==> src/spr_pkg.sv <==
// spr_pkg: constants shared by both ends of the sector protection readback link
// assumes a single system clock on both ends; pins cross into it through synchronisers
package spr_pkg;
    // clock and link timing
    localparam int CLK_MHZ      = 50;
    localparam int SCK_HALF_NS  = 200;
    localparam int SCK_HALF_CYC = (SCK_HALF_NS * CLK_MHZ + 999) / 1000;

    // commands
    localparam logic [7:0] OP_WR_STATUS   = 8'h01;
    localparam logic [7:0] OP_RD_STATUS   = 8'h05;
    localparam logic [7:0] OP_PROT_SECT   = 8'h36;
    localparam logic [7:0] OP_UNPROT_SECT = 8'h39;
    localparam logic [7:0] OP_READ_PROT   = 8'h3c;

    // frame bit counts
    localparam logic [5:0] BITS_OP   = 6'h08;
    localparam logic [5:0] BITS_WRSR = 6'h10;
    localparam logic [5:0] BITS_ADDR = 6'h20;
    localparam logic [5:0] CNT_MAX   = 6'h3f;

    // sector map
    localparam int NUM_SECTORS = 32;
    localparam int SECTOR_LSB  = 16;

    // status byte layout
    localparam int SR_LOCK_BIT = 7;
    localparam int SR_WP_BIT   = 4;
    localparam int SR_SUM_HI   = 3;
    localparam int SR_SUM_LO   = 2;
    localparam int GLOBAL_HI   = 5;
    localparam int GLOBAL_LO   = 2;
    localparam logic [3:0] GLOBAL_PROT   = 4'hf;
    localparam logic [3:0] GLOBAL_UNPROT = 4'h0;
    localparam logic [1:0] SUM_NONE = 2'h0;
    localparam logic [1:0] SUM_SOME = 2'h1;
    localparam logic [1:0] SUM_ALL  = 2'h3;

    // readback bytes
    localparam logic [7:0] BYTE_PROT   = 8'hff;
    localparam logic [7:0] BYTE_UNPROT = 8'h00;

    // values after reset
    localparam logic PROT_RESET = 1'b1;
    localparam logic LOCK_RESET = 1'b0;
endpackage

==> src/spr_spi_if.sv <==
// spr_spi_if: serial pins between host and device
// assumes the serial output line is pulled high while the device does not drive it
`timescale 1ns/1ps
`default_nettype none
interface spr_spi_if;
    logic cs_n;
    logic sck;
    logic si;
    logic so;
    logic so_oe;
    logic wp_n;
    wire  so_line;

    // released line reads as the pull-up level
    assign so_line = so_oe ? so : 1'b1;

    modport dev (input cs_n, input sck, input si, input wp_n, output so, output so_oe);
    modport host (output cs_n, output sck, output si, output wp_n, input so_line);
endinterface
`default_nettype wire

==> src/spr_dev.sv <==
// spr_dev: device end, sector protection bits, lock bit, status and readback
// assumes sck half period of at least 8 mclk_i cycles; all pins are synchronised
`timescale 1ns/1ps
`default_nettype none
// How it works
// - lock set, protect pin high: globals ignored
// - soft lock still allows lock bit clear
// - host repeats status write for global change
// - host asserts select then sends 3Ch
// - three address bytes pick the sector
// - output a bit every clock after address
// - repeat FFh protected, 00h unprotected
// - fast clock: host discards first byte; spr_host reports every byte read
// - select release ends read, output released
// - select may rise at any bit
// - readback ignores the protect pin level
// - status shows all, some or none protected
// - hardware lock ignores all protection writes
module spr_dev #(
    parameter int NUM_SECTORS = spr_pkg::NUM_SECTORS
) (
    input  wire logic                   mclk_i,     // system clock
    input  wire logic                   rst_b_i,    // async reset, active low
    spr_spi_if.dev                      spi,        // serial pins
    output logic [NUM_SECTORS-1:0]      prot_map_o, // sector protection bits
    output logic                        lock_o      // protection_regs_lock_bit
);
    import spr_pkg::*;

    localparam int SEC_W = $clog2(NUM_SECTORS);

    logic [1:0]             cs_sy_r;
    logic [1:0]             sck_sy_r;
    logic [1:0]             si_sy_r;
    logic [1:0]             wp_sy_r;
    logic                   cs_d_r;
    logic                   sck_d_r;
    logic [5:0]             cnt_r;
    logic [31:0]            frame_r;
    logic [7:0]             op_r;
    logic [7:0]             wdat_r;
    logic [7:0]             out_sr_r;
    logic [23:0]            addr_r;
    logic                   have_addr_r;
    logic                   have_data_r;
    logic                   out_en_r;
    logic                   so_r;
    logic                   so_oe_r;
    logic                   lock_r;
    logic                   lock_nxt;
    logic [NUM_SECTORS-1:0] prot_r;
    logic [NUM_SECTORS-1:0] prot_nxt;
    logic [7:0]             status_byte;

    function automatic logic [SEC_W-1:0] sect_idx(input logic [23:0] a);
        sect_idx = a[SECTOR_LSB +: SEC_W];
    endfunction

    // frame decode
    wire        cs_act    = ~cs_sy_r[1];
    // every write commits on the synchronised select release
    wire        cs_end    = cs_sy_r[1] & ~cs_d_r;
    wire        sck_rise  = cs_act & sck_sy_r[1] & ~sck_d_r;
    wire        sck_fall  = cs_act & ~sck_sy_r[1] & sck_d_r;
    // count saturates so a long readback never wraps into the header bits
    wire [5:0]  cnt_inc   = (cnt_r == CNT_MAX) ? cnt_r : cnt_r + 6'h01;
    wire [31:0] frame_nxt = {frame_r[30:0], si_sy_r[1]};
    wire        op_done   = sck_rise & (cnt_inc == BITS_OP);
    wire        data_done = sck_rise & (cnt_inc == BITS_WRSR);
    wire        addr_done = sck_rise & (cnt_inc == BITS_ADDR);
    wire        rd_status = op_done & (frame_nxt[7:0] == OP_RD_STATUS);
    wire        rd_prot   = addr_done & (op_r == OP_READ_PROT);

    // protection state decode
    // hard lock needs the pin asserted; soft lock keeps the lock bit writable
    wire        hw_lock   = lock_r & ~wp_sy_r[1];
    wire        all_prot  = &prot_r;
    wire        none_prot = ~|prot_r;
    wire [1:0]  summary   = all_prot ? SUM_ALL : (none_prot ? SUM_NONE : SUM_SOME);
    wire        rd_bit    = prot_r[sect_idx(frame_nxt[23:0])];
    wire [7:0]  rd_byte   = rd_bit ? BYTE_PROT : BYTE_UNPROT;
    wire [3:0]  glob      = wdat_r[GLOBAL_HI:GLOBAL_LO];
    wire        wrsr_go   = cs_end & have_data_r & (op_r == OP_WR_STATUS) & ~hw_lock;
    wire        sect_go   = cs_end & have_addr_r & ~lock_r;
    wire        prot_go   = sect_go & (op_r == OP_PROT_SECT);
    wire        unprot_go = sect_go & (op_r == OP_UNPROT_SECT);

    always_comb begin
        status_byte = 8'h00;
        status_byte[SR_LOCK_BIT] = lock_r;
        status_byte[SR_WP_BIT] = wp_sy_r[1];
        status_byte[SR_SUM_HI:SR_SUM_LO] = summary;
    end

    // the lock value before the write gates the global pattern, so clearing
    // the lock and changing all sectors takes two separate writes
    always_comb begin
        prot_nxt = prot_r;
        lock_nxt = lock_r;
        if (wrsr_go) begin
            lock_nxt = wdat_r[SR_LOCK_BIT];
            if (!lock_r && glob == GLOBAL_PROT) begin
                prot_nxt = '1;
            end else if (!lock_r && glob == GLOBAL_UNPROT) begin
                prot_nxt = '0;
            end
        end else if (prot_go) begin
            prot_nxt[sect_idx(addr_r)] = 1'b1;
        end else if (unprot_go) begin
            prot_nxt[sect_idx(addr_r)] = 1'b0;
        end
    end

    // pin synchronisers and edge history
    always_ff @(posedge mclk_i or negedge rst_b_i) begin
        if (!rst_b_i) begin
            // presets match the idle pins, so no false edge follows reset
            cs_sy_r  <= 2'h3;
            sck_sy_r <= 2'h0;
            si_sy_r  <= 2'h0;
            wp_sy_r  <= 2'h3;
            cs_d_r   <= 1'b1;
            sck_d_r  <= 1'b0;
        end else begin
            cs_sy_r  <= {cs_sy_r[0], spi.cs_n};
            sck_sy_r <= {sck_sy_r[0], spi.sck};
            si_sy_r  <= {si_sy_r[0], spi.si};
            wp_sy_r  <= {wp_sy_r[0], spi.wp_n};
            cs_d_r   <= cs_sy_r[1];
            sck_d_r  <= sck_sy_r[1];
        end
    end

    // command frame capture
    always_ff @(posedge mclk_i or negedge rst_b_i) begin
        if (!rst_b_i) begin
            cnt_r       <= 6'h00;
            frame_r     <= 32'h0000_0000;
            op_r        <= 8'h00;
            wdat_r      <= 8'h00;
            addr_r      <= 24'h00_0000;
            have_addr_r <= 1'b0;
            have_data_r <= 1'b0;
            out_en_r    <= 1'b0;
            out_sr_r    <= 8'h00;
        end else if (!cs_act) begin
            cnt_r       <= 6'h00;
            have_addr_r <= 1'b0;
            have_data_r <= 1'b0;
            out_en_r    <= 1'b0;
        end else if (sck_rise) begin
            cnt_r   <= cnt_inc;
            frame_r <= frame_nxt;
            if (op_done) begin
                op_r <= frame_nxt[7:0];
            end
            if (data_done) begin
                wdat_r      <= frame_nxt[7:0];
                have_data_r <= 1'b1;
            end
            if (addr_done) begin
                addr_r      <= frame_nxt[23:0];
                have_addr_r <= 1'b1;
            end
            if (rd_status) begin
                out_en_r <= 1'b1;
                out_sr_r <= status_byte;
            end
            if (rd_prot) begin
                out_en_r <= 1'b1;
                out_sr_r <= rd_byte;
            end
        end else if (sck_fall && out_en_r) begin
            // rotate so the same byte repeats while select stays low
            out_sr_r <= {out_sr_r[6:0], out_sr_r[7]};
        end
    end

    // serial output, changes after falling edges only
    always_ff @(posedge mclk_i or negedge rst_b_i) begin
        if (!rst_b_i) begin
            so_r    <= 1'b0;
            so_oe_r <= 1'b0;
        end else if (!cs_act) begin
            so_oe_r <= 1'b0;
        end else if (sck_fall && out_en_r) begin
            so_r    <= out_sr_r[7];
            // drive starts with the first shifted bit, not with the load
            so_oe_r <= 1'b1;
        end
    end

    // protection bits and lock bit
    always_ff @(posedge mclk_i or negedge rst_b_i) begin
        if (!rst_b_i) begin
            // all sectors come up protected and unlocked
            prot_r <= {NUM_SECTORS{PROT_RESET}};
            lock_r <= LOCK_RESET;
        end else begin
            prot_r <= prot_nxt;
            lock_r <= lock_nxt;
        end
    end

    assign spi.so     = so_r;
    assign spi.so_oe  = so_oe_r;
    assign prot_map_o = prot_r;
    assign lock_o     = lock_r;
endmodule
`default_nettype wire

==> src/flat_wrapper.sv <==
// flat-port wrapper written by rule: the top's interface ports become plain ports
module spr_dev_flat import spr_pkg::*;
#(
    parameter int NUM_SECTORS = spr_pkg::NUM_SECTORS
)
  (mclk_i, rst_b_i, prot_map_o, lock_o, spi_cs_n, spi_sck, spi_si, spi_wp_n, spi_so, spi_so_oe);
  spr_spi_if spi_i ();
  input  wire logic mclk_i;
  input  wire logic rst_b_i;
  output logic [NUM_SECTORS-1:0] prot_map_o;
  output logic lock_o;
  input wire logic [$bits(spi_i.cs_n)-1:0] spi_cs_n;
  input wire logic [$bits(spi_i.sck)-1:0] spi_sck;
  input wire logic [$bits(spi_i.si)-1:0] spi_si;
  input wire logic [$bits(spi_i.wp_n)-1:0] spi_wp_n;
  output wire logic [$bits(spi_i.so)-1:0] spi_so;
  output wire logic [$bits(spi_i.so_oe)-1:0] spi_so_oe;
  assign spi_i.cs_n = spi_cs_n;
  assign spi_i.sck = spi_sck;
  assign spi_i.si = spi_si;
  assign spi_i.wp_n = spi_wp_n;
  assign spi_so = spi_i.so;
  assign spi_so_oe = spi_i.so_oe;
  spr_dev #(.NUM_SECTORS(NUM_SECTORS)) u_core (.mclk_i(mclk_i), .rst_b_i(rst_b_i), .spi(spi_i), .prot_map_o(prot_map_o), .lock_o(lock_o));
endmodule
==> config.mk <==
export PLATFORM = sky130hd
export DESIGN_NAME = spr_dev_flat
export DESIGN_NICKNAME = d
export VERILOG_FILES = /design/src/spr_pkg.sv /design/src/spr_spi_if.sv /design/src/spr_dev.sv /design/src/flat_wrapper.sv
export SDC_FILE = /design/constraint.sdc
export NUM_CORES = 1
export LEC_CHECK = 0
export ABC_AREA = 1
export ABC_CLOCK_PERIOD_IN_PS = 1600
export BUFFER_PORTS_ARGS = -buffer_cell sky130_fd_sc_hd__buf_2
export CORE_MARGIN = 10
export CORE_UTILIZATION = 48
export CTS_BUF_LIST = sky130_fd_sc_hd__clkbuf_4 sky130_fd_sc_hd__clkbuf_8
export DETAILED_ROUTE_END_ITERATION = 16
export PLACE_DENSITY = 0.74
export SLEW_MARGIN = 20
export SYNTH_ARGS = -nofsm -noshare
export SYNTH_HDL_FRONTEND = slang
export SYNTH_SLANG_ARGS = --single-unit
==> constraint.sdc <==
create_clock -name mclk_i -period 1.6 [get_ports mclk_i]
set_input_delay 0.32 -clock mclk_i [delete_from_list [all_inputs] [get_ports mclk_i]]
set_output_delay 0.32 -clock mclk_i [all_outputs]
set_load 0.02 [all_outputs]
# == Word-level counts from Yosys, hierarchy flattened ==
# Index checks and enable logic that the tools add are counted.
# word_totals
reg_bits,119
inputBits,6
# classes
n_addsub,1
order_cmp,3
n_eq_ne,12
muxes,31
bitwise,28
n_reduce_logical,25
# op_table
op,n
32-bit 2-to-1 mux,5
8-bit 2-to-1 mux,5
32-bit bitwise AND,1
32-bit inverter,1
32-bit OR,1
32-bit AND reduction,1
32-bit OR reduction,1
"8-bit by 6-bit equality test with 1-bit output, second input constant",3
1-bit bitwise AND,18
6-bit 2-to-1 mux,3
1-bit 2-to-1 mux,15
"6-bit equality test, second input constant",2
"5-bit by 6-bit < comparator with 1-bit output, second input constant",2
2-bit AND reduction,6
3-bit AND reduction,4
2-bit nonzero test,5
"8-bit by 1-bit equality test with 1-bit output, second input constant",1
"8-bit by 3-bit equality test with 1-bit output, second input constant",1
1-bit inverter,7
"6-bit by 1-bit adder with 6-bit output, second input constant",1
"6-bit by 4-bit equality test with 1-bit output, second input constant",1
"6-bit by 5-bit equality test with 1-bit output, second input constant",1
"3-bit != test, second input constant",2
3-bit nonzero test,2
8 further kinds,11

# == Logic depth before layout (Yosys ltp) ==
# logic_depth
depth_word,9
depth_mapped,15
ltp_nobuf,14

# == Worst setup path before layout ==
# OpenSTA, ideal clock, no wires.
# synth_timing
path_kind,reg2reg
from,register u_core.cnt_r[0]
to,register u_core.out_sr_r[5]
setup_ns,0.082
arrival_time_ns,1.696
setup_slack_ns,-0.178
stages_incl_launch_ff,12
path_buffers,1
synth_period_minus_slack_ns,1.778
cell_sequence,dfrtp_1 -> ha_1 -> nand3_2 -> nor2_2 -> nor2_1 -> nand2_1 -> nor2_4 -> nand3b_4 -> nand3_4 -> buf_8 -> nor2_1 -> a31oi_1
# synth_via
elab_chain_cells,7
word_cells_on_any_way,13
cone_classes,add/sub: 1; eq/ne: 4; mux: 3; bitwise: 4; reduce/logical: 1
# synth_lines
item,line_no,text
start: declaration,spr_dev.sv:38,logic [5:0] cnt_r;
start signal: assignment,spr_dev.sv:152,cnt_r <= cnt_inc;
6-bit by 1-bit adder with 6-bit output or 6-bit equality test (tied branches),spr_dev.sv:66,wire [5:0] cnt_inc = (cnt_r == CNT_MAX) ? cnt_r : cnt_r + 6'h01;
6-bit 2-to-1 mux *,spr_dev.sv:66,
6-bit equality test or 6-bit by 4-bit equality test with 1-bit output (tied branches),"spr_dev.sv:70, spr_dev.sv:68",
1-bit bitwise AND (on tied branches),"spr_dev.sv:70, spr_dev.sv:68",
1-bit bitwise AND (on tied branches),"spr_dev.sv:72, spr_dev.sv:71",
3-bit != test (no line) or 8-bit 2-to-1 mux (tied branches),-,
3-bit AND reduction (no line) or 8-bit 2-to-1 mux (tied branches),-,
end signal: assignment,spr_dev.sv:167,out_sr_r <= status_byte;
end signal: assignment,spr_dev.sv:171,out_sr_r <= rd_byte;
end signal: assignment,spr_dev.sv:175,"out_sr_r <= {out_sr_r[6:0], out_sr_r[7]};"
end: declaration,spr_dev.sv:42,logic [7:0] out_sr_r;
# Mark *: on every way between the ends. The rest lies on a longest branch, timed or not.
# A chain may end at the register's enable or synchronous reset.

# == Worst setup path after layout ==
# layout_timing
from,register u_core.cnt_r[1]
to,register u_core.out_sr_r[3]
# The elaborated chain is that of the path after synthesis.

==> impl_metrics.tcl <==
set metrics [dict create \
    period_needed_ns 1.93 \
    synth_top_area_cell "dfrtp_1" \
    die_area_sq_um 15900 \
    synth_xor_area_share_pct 0.163 \
    worst_pin_slew_ns 0.544 \
    synth_cells 679 \
    power_switching_mw 1.18 \
    ir_drop_v 0.000768 \
    report.final.setup_viol 61 \
    ys_types 40 \
    p_clk_share_pct 40.3 \
    fmax_ghz 0.517 \
    synthFlopType "dfrtp_1" \
    synth.area.mux_share_pct 0.418 \
    clk_pin_slew_worst_paths_ns 0.10 \
    fp.dieH_um 126 \
    antenna-diode-count 0 \
    rsz0062_at_grt "true" \
    power.leakage_nw 3.56 \
    slew_headroom_pct 63.4 \
    critPathLaunch "u_core.cnt_r[1]" \
    outcome "complete, but fails checks" \
    p_per_area_nw_per_um2 690 \
    tritoncts "yes" \
    r2r_start "u_core.cnt_r[1]" \
    overflow 0 \
    area_delta_synth_final_pct 33.0 \
    die_w_um 126 \
    clkLatencyLatePin_ns 0.39 \
    violations "setup timing" \
    grt_antenna_before_repair 0 \
    p_seq_share_pct 53.5 \
    grt_start_max_net_pins 48 \
    port_buffers 40 \
    htreeDepth 3 \
    ys_seq_elements 100 \
    met2WireLength_mm 8.06 \
    swShare_pct 23.8 \
    syn_avg_cell_area_sq_um 7.93 \
    routed_via_density 5.69 \
    worstSetupEndpointType "flop" \
    grt_use_total_pct 19.3 \
    wl_met1_mm 6.13 \
    maxCapViolations 0 \
    finalHoldViolCount 0 \
    drc 0 \
    synthAdderAreaFrac_pct 0.232 \
    numCtsBuffers 9 \
    core_sq_um 10900 \
    via_count 5329 \
    dr.pass1.iters 7 \
    pwr-share-comb_pct 6.2 \
    hold_slack_ns 0.0332 \
    io_pins 41 \
    synth_top_family_by_area "simple AND/OR/NAND/NOR gates" \
    grt_pass1_vias 5326 \
    dp_hpwl_mm 9.93 \
    min_path_type "in2reg" \
    synth.top_cells.by_count "283 x nand2_1, 63 x dfrtp_1, 49 x inv_1" \
    avgRoutedWirePerCell_um 17.2 \
    criticalPathCategory "reg2reg" \
    critPathMaxFanout 8 \
    holdCritStartpoint "spi_wp_n" \
    power.total_mw 4.94 \
    synth.area.top_cells "dfrtp_1 29%, nand2_1 20%, dfstp_2 18%" \
    drt_iter0_markers 415 \
    yosysSeqAreaShare_pct 47.3 \
    clkSinkCount 100 \
    grt_pass1_wl_mm 25.7 \
    routed_wl_mm 16.1 \
    rows 38 \
    final_nets 798 \
    netlist_area_sq_um 5380 \
    clock-root-buffer "clkbuf_8" \
    cts_buffer_depth 2 \
    start_kind "flop" \
    cp.required_ns 1.91 \
    ant_nets 0 \
    layout-drive-gt1-share_pct 42.7 \
    synth_compound_area_share_pct 12.3 \
    fin_ws_ns -0.333 \
    nFillCells 842 \
    clock_skew_ns 0.0133 \
    route.met3.wl_mm 1.38 \
    ys_async_sr_fraction_pct 100 \
    intPower_mw 3.76 \
    yosys.area_share.simple_pct 32.6 \
    slew_viol_final 0 \
    syn_nets 686 \
    place.gp.congestion 0.923 \
    maxUsedRoutingLayer "met4" \
    synth-edff-count 0 \
    yosysTopAreaCellShare_pct 29.3 \
    cp.arrival_ns 2.25 \
    ys_warn_count 0 \
    yosysMostFrequentCell "nand2_1" \
    start_util_pct 49.4 \
    fin_crit_sh_pct 121 \
]
[kinds of logic after synthesis]
family,Yosys count
compound gates,85
simple gates,406
fa+ha+maj,1
mux,2
flops,100
xor+xnor,1
buf+inv,84
[power by group through the flow]
stage / logic, mW / registers, mW / clock network, mW
after floorplan: 0.118 / 2.68 / 0
after global placement: 0.250 / 2.68 / 0
after detailed placement: 0.261 / 2.68 / 0
after CTS: 0.274 / 2.64 / 2.02
after global routing: 0.345 / 2.65 / 2.12
final: 0.307 / 2.64 / 1.99
[layout by cell type (no fill, tap or decap), drive strengths merged, types with 20 or more instances in the layout]
master  netlist  routed
inv          53      56
dfstp        37      37
nand2       287     287
nand3        37      38
o211ai       32      32
nand4        20      20
o21ai        37      37
dfrtp        63      63
nor2         37      37
buf          15     128
[metrics by stage]
stage	TNS [ns]	cells	instance area (sq um)	setup slack, ns	util (%)
floorplan	-2.89	679	5430	-0.105	-
global placement	-4.24	899	6230	-0.142	57.2
detailed placement	-7.57	899	6230	-0.296	57.2
CTS	-7.90	932	6920	-0.221	63.6
global route	-16.91	936	7160	-0.463	65.7
finish	-12.27	936	7160	-0.333	65.7
[routing by layer]
metal / vias to the layer above / track usage [%]
met2: 248 / 32.8
met4: 0 / 7.70
met3: 60 / 5.49
li1: 2456 / -
met1: 2565 / 22.5
met5: - / 0
[path summary, 6_finish.rpt]
path                       cells after the start                 end  slack (ns)
max reg2reg                                   12  u_core.out_sr_r[3]       -0.33
min                                            1   u_core.wp_sy_r[0]        0.03
min in group asynchronous                      2   u_core.addr_r[18]        0.40
min reg2reg                                    0   u_core.si_sy_r[1]        0.36
max                                           12  u_core.out_sr_r[3]       -0.33
max in group asynchronous                      3   u_core.wp_sy_r[1]        0.55
[final cells by class]
type                    instances  area (sq um)  share of cell area, %
inverters                      55           209                   2.92
clock inverters                 7           120                   1.68
repair buffers                129          1070                   15.0
multi-input cells             496          2900                   40.6
well taps                     140           175                   2.45
clock buffers                   9           124                   1.73
flip-flops and latches        100          2550                   35.6
[timing repair]
item | in CTS | in global routing
setup endpoints to repair | 60 | 73
endpoints found under the hold margin | 1 | 0
pin swaps | 17 | 34
buffers inserted | 9 | 9
hold buffers | 1 | 0
cloned | 7 | 1
gates resized for setup | 76 | 101
[worst max-delay path, stage by stage (launching register included)]
cell      delay, ns
dfrtp_1        0.41
ha_4           0.20
nand3_4        0.11
o21bai_1       0.25
nand2_2        0.12
nand2_4        0.10
nor2_4         0.05
buf_6          0.12
nand3b_4       0.13
nand3_4        0.13
nand2_1        0.09
inv_1          0.04
a21oi_1        0.14
No activity file was read; power rests on OpenSTA's default activity.
